[src/ebps_defs.svh]
// Purpose: offsets, field positions, reset values and counts for the pin-sharing block
// Assumes: 16-bit register port, word indices on a 4-bit address
// Notes: definitions only
`ifndef EBPS_DEFS_SVH
`define EBPS_DEFS_SVH
// ********************
// Register offsets
// ********************
`define EBPS_BUS_CONTROL_REG 4'h0
`define EBPS_B_PER 4'h1
`define EBPS_B_DDR 4'h2
`define EBPS_B_DOUT 4'h3
`define EBPS_B_DIN 4'h4
`define EBPS_B_PUR 4'h5
`define EBPS_F_PER 4'h6
`define EBPS_F_DDR 4'h7
`define EBPS_F_DOUT 4'h8
`define EBPS_F_DIN 4'h9
`define EBPS_F_PUR 4'hA
`define EBPS_STATUS 4'hB
// ********************
// Field positions
// ********************
`define EBPS_DRV_BIT 0
`define EBPS_B_LINE 0
`define EBPS_F_LO 9
`define EBPS_F_HI 15
`define EBPS_ST_ACTIVE 0
`define EBPS_ST_BOOTADDR 1
// ********************
// Reset values
// ********************
`define EBPS_DRV_RST 1'h0
`define EBPS_F_PER_RST 7'h7F
`define EBPS_PUR_RST 7'h7F
// ********************
// Timing counts
// ********************
`define EBPS_STRAP_WAIT 2'h2
`endif

[src/ebps_pkg.sv]
// Purpose: shared types of the pin-sharing block
// Assumes: seven shared port F lines
// Notes: constants live in ebps_defs.svh
package ebps_pkg;
  // Signals handed over by the memory interface
  typedef struct packed {
    logic active;
    logic addr16;
    logic dataOe;
    logic [6:0] dataOut;
  } ebps_bus_t;
  // Drive of the eight shared pins
  typedef struct packed {
    logic bOut;
    logic bOe;
    logic [6:0] fOut;
    logic [6:0] fOe;
  } ebps_drive_t;
  // Start-up sequencer
  typedef enum logic [1:0] {EBPS_WAIT, EBPS_DONE} ebps_start_t;
endpackage

[src/ebps_pin_share.sv]
// Purpose: sharing of address line 16 and data lines 0-6 with port B/F lines
// Assumes: pins and straps are asynchronous and pass two flip-flops
// Notes: pin drive is registered, one cycle behind its cause
`include "ebps_defs.svh"
`timescale 1ns/100ps
`default_nettype none

// Summary of operation
// - Port B line 0 is a software-directed input or output.
// - Address line 16 floats when the bus idles, unless drive-hold is set.
// - After reset, boot straps and flash security choose line 0 start function.
// - A port B peripheral-enable write overrides the start-up choice.
// - Clearing port B pull-up bit 0 disables that line's pull-up.
// - Data lines 0-6 float when the bus idles, unless drive-hold is set.
// - Each of the seven shared port F lines is individually input or output.
// - Reset gives the seven port F lines the data bus function.
// - Clearing a port F pull-up bit disables the pull-up of that line.
module ebps_pin_share (
  // Clock and reset
  input wire logic clock,
  input wire logic rst_n,
  // Register port
  input wire logic [3:0] regAddr,
  input wire logic [15:0] regWdata,
  input wire logic regWrite,
  input wire logic regRead,
  output logic [15:0] regRdata,
  // Memory interface side
  input wire ebps_pkg::ebps_bus_t busIn,
  output logic [6:0] busDataIn,
  output logic ctrlOe,
  // Boot straps
  input wire logic externalBootSelect,
  input wire logic memoryInterfaceMode,
  input wire logic flashSecured,
  // Shared pins
  input wire logic portBLine0In,
  input wire logic [6:0] portFIn,
  output ebps_pkg::ebps_drive_t pinDrive,
  output logic portBPullup,
  output logic [6:0] portFPullup
);
  // ********************
  // Synchronisers
  // ********************
  logic [10:0] sync1_r;
  logic [10:0] sync2_r;
  logic [10:0] syncIn;

  assign syncIn = {externalBootSelect, memoryInterfaceMode, flashSecured,
                   portBLine0In, portFIn};

  // Two stages on every pin and strap; only stage two is read
  always_ff @(posedge clock or negedge rst_n) begin
    if (!rst_n) begin
      sync1_r <= 11'h000;
      sync2_r <= 11'h000;
    end else begin
      sync1_r <= syncIn;
      sync2_r <= sync1_r;
    end
  end

  logic bootExt, bootMode, bootSec, pinB;
  logic [6:0] pinF;
  assign {bootExt, bootMode, bootSec, pinB, pinF} = sync2_r;
  assign busDataIn = pinF;

  // ********************
  // Registers
  // ********************
  logic drv_r, drv_nxt;
  logic perB_r, perB_nxt;
  logic ddrB_r, ddrB_nxt;
  logic doutB_r, doutB_nxt;
  logic purB_r, purB_nxt;
  logic [6:0] perF_r, perF_nxt;
  logic [6:0] ddrF_r, ddrF_nxt;
  logic [6:0] doutF_r, doutF_nxt;
  logic [6:0] purF_r, purF_nxt;
  logic [15:0] rdata_r, rdata_nxt;
  logic [1:0] waitCnt_r, waitCnt_nxt;
  logic bootAddr_r, bootAddr_nxt;
  logic perBWritten_r, perBWritten_nxt;
  ebps_pkg::ebps_start_t start_r, start_nxt;
  logic wrHit;
  logic [6:0] wF;

  assign wF = regWdata[`EBPS_F_HI:`EBPS_F_LO];

  // Start function: bus address when booting externally or in bus mode,
  // but never when the flash is secured, so secure code stays hidden
  logic strapAddr;
  assign strapAddr = (bootExt | bootMode) & ~bootSec;

  // Next register state, write decode and start-up sequencing
  always_comb begin
    drv_nxt = drv_r;
    perB_nxt = perB_r;
    ddrB_nxt = ddrB_r;
    doutB_nxt = doutB_r;
    purB_nxt = purB_r;
    perF_nxt = perF_r;
    ddrF_nxt = ddrF_r;
    doutF_nxt = doutF_r;
    purF_nxt = purF_r;
    waitCnt_nxt = waitCnt_r;
    bootAddr_nxt = bootAddr_r;
    perBWritten_nxt = perBWritten_r;
    start_nxt = start_r;
    wrHit = 1'b0;
    // Straps reach stage two two edges after release; sample them then
    unique case (start_r)
      ebps_pkg::EBPS_WAIT: begin
        if (waitCnt_r == `EBPS_STRAP_WAIT) begin
          start_nxt = ebps_pkg::EBPS_DONE;
          bootAddr_nxt = strapAddr;
          if (!perBWritten_r) begin
            perB_nxt = strapAddr;
          end
        end else begin
          waitCnt_nxt = waitCnt_r + 2'h1;
        end
      end
      ebps_pkg::EBPS_DONE: begin
        waitCnt_nxt = waitCnt_r;
      end
    endcase
    if (regWrite) begin
      wrHit = 1'b1;
      unique case (regAddr)
        `EBPS_BUS_CONTROL_REG: drv_nxt = regWdata[`EBPS_DRV_BIT];
        `EBPS_B_PER: begin
          perB_nxt = regWdata[`EBPS_B_LINE];
          perBWritten_nxt = 1'b1;
        end
        `EBPS_B_DDR: ddrB_nxt = regWdata[`EBPS_B_LINE];
        `EBPS_B_DOUT: doutB_nxt = regWdata[`EBPS_B_LINE];
        `EBPS_B_PUR: purB_nxt = regWdata[`EBPS_B_LINE];
        `EBPS_F_PER: perF_nxt = wF;
        `EBPS_F_DDR: ddrF_nxt = wF;
        `EBPS_F_DOUT: doutF_nxt = wF;
        `EBPS_F_PUR: purF_nxt = wF;
        default: wrHit = 1'b0;
      endcase
    end
  end

  // Read mux; data stand only in the cycle after the strobe
  always_comb begin
    rdata_nxt = 16'h0000;
    if (regRead) begin
      unique case (regAddr)
        `EBPS_BUS_CONTROL_REG: rdata_nxt[`EBPS_DRV_BIT] = drv_r;
        `EBPS_B_PER: rdata_nxt[`EBPS_B_LINE] = perB_r;
        `EBPS_B_DDR: rdata_nxt[`EBPS_B_LINE] = ddrB_r;
        `EBPS_B_DOUT: rdata_nxt[`EBPS_B_LINE] = doutB_r;
        `EBPS_B_DIN: rdata_nxt[`EBPS_B_LINE] = pinB;
        `EBPS_B_PUR: rdata_nxt[`EBPS_B_LINE] = purB_r;
        `EBPS_F_PER: rdata_nxt[`EBPS_F_HI:`EBPS_F_LO] = perF_r;
        `EBPS_F_DDR: rdata_nxt[`EBPS_F_HI:`EBPS_F_LO] = ddrF_r;
        `EBPS_F_DOUT: rdata_nxt[`EBPS_F_HI:`EBPS_F_LO] = doutF_r;
        `EBPS_F_DIN: rdata_nxt[`EBPS_F_HI:`EBPS_F_LO] = pinF;
        `EBPS_F_PUR: rdata_nxt[`EBPS_F_HI:`EBPS_F_LO] = purF_r;
        `EBPS_STATUS: begin
          rdata_nxt[`EBPS_ST_ACTIVE] = busIn.active;
          rdata_nxt[`EBPS_ST_BOOTADDR] = bootAddr_r;
        end
        default: rdata_nxt = 16'h0000;
      endcase
    end
  end

  // Register stage; GPIO lines start as inputs with pull-ups on
  always_ff @(posedge clock or negedge rst_n) begin
    if (!rst_n) begin
      drv_r <= `EBPS_DRV_RST;
      perB_r <= 1'b0;
      ddrB_r <= 1'b0;
      doutB_r <= 1'b0;
      purB_r <= 1'b1;
      perF_r <= `EBPS_F_PER_RST;
      ddrF_r <= 7'h00;
      doutF_r <= 7'h00;
      purF_r <= `EBPS_PUR_RST;
      rdata_r <= 16'h0000;
      waitCnt_r <= 2'h0;
      bootAddr_r <= 1'b0;
      perBWritten_r <= 1'b0;
      start_r <= ebps_pkg::EBPS_WAIT;
    end else begin
      drv_r <= drv_nxt;
      perB_r <= perB_nxt;
      ddrB_r <= ddrB_nxt;
      doutB_r <= doutB_nxt;
      purB_r <= purB_nxt;
      perF_r <= perF_nxt;
      ddrF_r <= ddrF_nxt;
      doutF_r <= doutF_nxt;
      purF_r <= purF_nxt;
      rdata_r <= rdata_nxt;
      waitCnt_r <= waitCnt_nxt;
      bootAddr_r <= bootAddr_nxt;
      perBWritten_r <= perBWritten_nxt;
      start_r <= start_nxt;
    end
  end

  assign regRdata = rdata_r;
  assign portBPullup = purB_r;
  assign portFPullup = purF_r;

  // ********************
  // Pin drive
  // ********************
  ebps_pkg::ebps_drive_t drive_r, drive_nxt;
  logic idleHold;

  // Drive-hold keeps idle pins driven; default floats them
  assign idleHold = busIn.active | drv_r;
  assign ctrlOe = idleHold;

  // Bus function when the enable bit is set, GPIO otherwise
  always_comb begin
    drive_nxt.bOut = perB_r ? busIn.addr16 : doutB_r;
    drive_nxt.bOe = perB_r ? idleHold : ddrB_r;
    drive_nxt.fOut = (perF_r & busIn.dataOut) | (~perF_r & doutF_r);
    // Reads turn the data lines round while the bus is active
    if (busIn.active) begin
      drive_nxt.fOe = (perF_r & {7{busIn.dataOe}}) | (~perF_r & ddrF_r);
    end else begin
      drive_nxt.fOe = (perF_r & {7{drv_r}}) | (~perF_r & ddrF_r);
    end
  end

  // Registered so the pads see no decode glitches
  always_ff @(posedge clock or negedge rst_n) begin
    if (!rst_n) begin
      drive_r <= '0;
    end else begin
      drive_r <= drive_nxt;
    end
  end

  assign pinDrive = drive_r;

  logic fPerTouched_r;
  always_ff @(posedge clock or negedge rst_n) begin
    if (!rst_n) begin
      fPerTouched_r <= 1'b0;
    end else if (regWrite && regAddr == `EBPS_F_PER) begin
      fPerTouched_r <= 1'b1;
    end
  end
endmodule

`default_nettype wire

[config.mk]
export PLATFORM = sky130hd
export DESIGN_NAME = ebps_pin_share
export DESIGN_NICKNAME = d
export VERILOG_FILES = /design/src/ebps_pkg.sv /design/src/ebps_pin_share.sv
export VERILOG_INCLUDE_DIRS = /design/src /design/src/src
export SDC_FILE = /design/constraint.sdc
export NUM_CORES = 1
export LEC_CHECK = 0
export BUFFER_PORTS_ARGS = -buffer_cell sky130_fd_sc_hd__buf_4
export CAP_MARGIN = 20
export CORE_ASPECT_RATIO = 0.9
export CORE_UTILIZATION = 45
export CTS_CLUSTER_SIZE = 20
export DETAILED_ROUTE_END_ITERATION = 6
export PLACE_DENSITY = 0.71
export SLEW_MARGIN = 10
export SYNTH_ARGS = -nofsm -noshare
export SYNTH_HDL_FRONTEND = slang
export SYNTH_SLANG_ARGS = --single-unit
[constraint.sdc]
create_clock -name clock -period 1.7 [get_ports clock]
set_input_delay 0.17 -clock clock [delete_from_list [all_inputs] [get_ports clock]]
set_output_delay 0.17 -clock clock [all_outputs]
set_load 0.02 [all_outputs]
==> run summary <==
Summing the areas of all compound-gate instances in the mapped netlist gives 8.454% of the synthesized area. The synthesized netlist devotes 9.107% of its cell area to simple gates. The total grt overflow was 0; the hold violation total from the final report was 0. The number of antenna cells inserted was 0; the finished layout cell area was 0.004452 mm^2. In this run the number of H-tree levels came out at 3. The power density over the cells is 1211 mW/mm^2.

After synthesis, the largest family of logic cells by area is multiplexers. The commonest cells after synthesis are 70 x sky130_fd_sc_hd__dfrtp_1, 37 x sky130_fd_sc_hd__mux2_2, 16 x sky130_fd_sc_hd__buf_4. The number of violations reported at the end of detailed-routing iteration 0 was 219.

After routing, the total negative slack on setup checks comes to 0 ns. TritonCTS built the clock tree. During synthesis, Yosys emitted a total of 0 warnings. The routed layout has 2,344 vias.

For this design, the sink count on the clock tree is 85. The most frequently used cell type in the post-synthesis netlist was sky130_fd_sc_hd__dfrtp_1. The worst setup path is captured at an output pin. In this run the worst path has a maximum fanout of 4. Data on the critical path arrives at its endpoint at 1.20 ns. After synthesis, the mean cell area works out to 13.42 um^2. For the source-to-sink clock delay at the later pin of the worst-skew pair, the log shows 0.36 ns.

The worst setup slack before clock tree synthesis was 0.2238 ns; the wire length per cell was 16.52 um. Once the floorplan was initialized, standard cells occupied 47.76% of the core. Entering global routing, the biggest net connects 39 pins. The logs give 7383 um for the total routed wirelength and 0.006266 ns for the clock skew after layout. Setup repair after global routing left no endpoint under its margin.

The analysis attributes to cell leakage a power of 1.999 nW. The floorplan has 29 rows. In the final layout, the share of cells above drive strength 1 is 46.33%.

The die covers 0.008018 mm^2. The area share of xor/xnor cells in the synthesized design came out at 0.2540%. Summing every instance area after synthesis gives 0.003448 mm^2. Count of unresolved DRC violations after routing: 0. The post-cts resize count is 0, and the flip-flop and latch count after synthesis is 85. The floorplan step defined a core boundary enclosing 0.007221 mm^2. For the sequential fraction of the synthesis area, the log shows 62.23%.

Clock tree synthesis selected as its root buffer the cell sky130_fd_sc_hd__clkbuf_8. The worst setup slack after layout was 0.3264 ns. At the end of routability-driven placement, the weighted congestion stood at 0.7752.

The die is 94.28 um wide. The flow ran to the end, and the final reports show no timing, DRC or antenna violations. For this run, the detailed router's first-pass iteration total came to 4. The tightest min-delay check is of the in2reg type. Hold timing on the final database bottoms out at a slack of 0.04100 ns.

From synthesis to final layout, the design area changed by 29.10%. For this run, asynchronously set or reset flops after synthesis account for 100.0%. The count of buffers added on input and output ports is 77. Post-CTS timing repair inserted 0 buffers for setup. The prevailing post-synth register cell is sky130_fd_sc_hd__dfrtp_1. The number of antenna violations at the first check in global routing was 0; the first-pass GRT wire length was 11,620 um.

The tools report the instance area after placement as 0.004095 mm^2. The run gives 0 as the number of pins with negative max-slew slack in the final report. Total half-perimeter wirelength after legalization and detailed placement: 5050 um. The critical path is of the reg2out type. Synthesis handed over a netlist of 257 instances. The worst-case IR drop observed on VDD is 0.6510 mV. The run gives 0 as the number of max-cap violations. Setup violations remaining at the end of the flow were counted as 0. The clock passes through at most 2 buffers. The global router's overall resource usage came out at 20.02%. For the worst reg-to-reg setup slack, the log shows 0.48 ns. The detail route stage leaves a number of antenna-violating nets equal to 0. The clock slew at the register clock pins of the worst setup and hold paths came out at 0.08 ns.

Ranked by total cell area, the synthesized netlist is headed by sky130_fd_sc_hd__dfrtp_1 51%, sky130_fd_sc_hd__mux2_2 12%, sky130_fd_sc_hd__dfstp_2 11%. For the number of unique standard cell types used by synthesis, the log shows 38. Derived from the worst setup path, the maximum achievable clock frequency is 728.0 MHz. The time the final worst path needs with I/O delays and setup is 1.374 ns, and the die height is 85.05 um.

The net count of the finished layout is 395. For the via count of the first global-routing pass, the log shows 2,311. sky130_fd_sc_hd__dfrtp_1 takes more of the synthesized area than any other cell. The worst path uses 80.80% of the clock period.

The detail-routed via count per cell is 5.244. Clock tree synthesis inserted a total of 9 buffers. The synthesized-area fraction occupied by adder cells is 0.3628%, and the number of enable flip-flop cells after synthesis is 0. Data on the critical path is required at its endpoint by 1.53 ns.

The worst setup path is launched from a flop. For this design the top-level I/O count stands at 93. Hold-fix buffer count after cts: 12.

Of the post-synthesis cell area, the dominant cell type holds 50.80%. Measured against the total synthesized area, the mux share comes to 14.91%.
## sequential cells by signal, indices dropped and copies added, names as in the netlist, 2 cells and up
| register | cells |
|---|---|
| ddrF_r | 7 |
| doutF_r | 7 |
| perF_r | 7 |
| pinDrive | 16 |
| portFPullup | 7 |
| regRdata | 9 |
| sync1_r | 11 |
| sync2_r | 11 |
| waitCnt_r | 2 |
## final cells by class
class,count,area [um^2]
Inverter,2,7.507
Timing Repair Buffer,98,778.2
Clock buffer,13,168.9
Sequential cell,85,2146
Multi-Input combinational cell,153,1167
Tap cell,93,116.4
Clock inverter,3,67.56
Fill cell,582,2769
## cell usage in the layout, fill, tap and decap left out, types with 9 or more instances in the layout
master                          Yosys  routed
sky130_fd_sc_hd__dfrtp_1           70      70
sky130_fd_sc_hd__clkbuf_8           0      12
sky130_fd_sc_hd__dfstp_2           15      15
sky130_fd_sc_hd__dlygate4sd3_1      0      12
sky130_fd_sc_hd__a21oi_1           14      14
sky130_fd_sc_hd__buf_4             16      85
sky130_fd_sc_hd__a221oi_1           9       9
sky130_fd_sc_hd__mux2_2            37      37
sky130_fd_sc_hd__nor2_1            14      14
## worst paths after layout
| kind | startpoint | endpoint | depth (start not counted) |
|---|---|---|---|
| worst min register to register | sync1_r[3] | sync2_r[3] | 0 |
| min in group asynchronous | rst_n | doutF_r[5] | 2 |
| max in group asynchronous | rst_n | portFPullup[2] | 3 |
| worst min-delay path | busIn[8] | pinDrive[15] | 2 |
| worst max-delay path | drv_r | ctrlOe | 2 |
| worst max register to register | waitCnt_r[0] | perB_r | 6 |
## layer usage
layer	share of wire, %	vias up	global-route usage, %
li1	-	1082	-
met1	43	1171	25.03
met2	50	79	32.21
met3	5.8	12	6.720
met4	1.6	0	7.413
met5	0	-	0
## critical path, cell delays in order, from the launching register on
cell                      delay [ns]
sky130_fd_sc_hd__dfrtp_1        0.40
sky130_fd_sc_hd__or2_2          0.29
sky130_fd_sc_hd__buf_4          0.16
## metrics by stage
step / std cells / power, mW / utilization [%]
2_1_floorplan: 263 / 3.277 / -
3_5_place_dp: 419 / 3.790 / 56.71
3_3_place_gp: 419 / 3.756 / 56.71
5_1_grt: 447 / 5.649 / 61.65
6_report: 447 / 5.392 / 61.65
4_1_cts: 447 / 5.444 / 61.65
## report_power, final
part           switching [mW]  internal, mW
logic                   0.551         0.575
registers               0.223          2.41
clock network           0.680         0.948
## kinds of logic (layout without fill, tap and decap cells)
| family | count (synthesis) | in the layout |
|---|---|---|
| xor gates and xnor gates | 1 | 1 |
| DFF | 85 | 85 |
| adders and majority gates | 1 | 1 |
| buffers and inverters | 25 | 116 |
| AOI/OAI and AO/OA | 43 | 43 |
| other | 1 | 7 |
| and+or+nand+nor | 55 | 55 |
| muxes | 46 | 46 |
No activity file was read; power rests on OpenSTA's default activity.
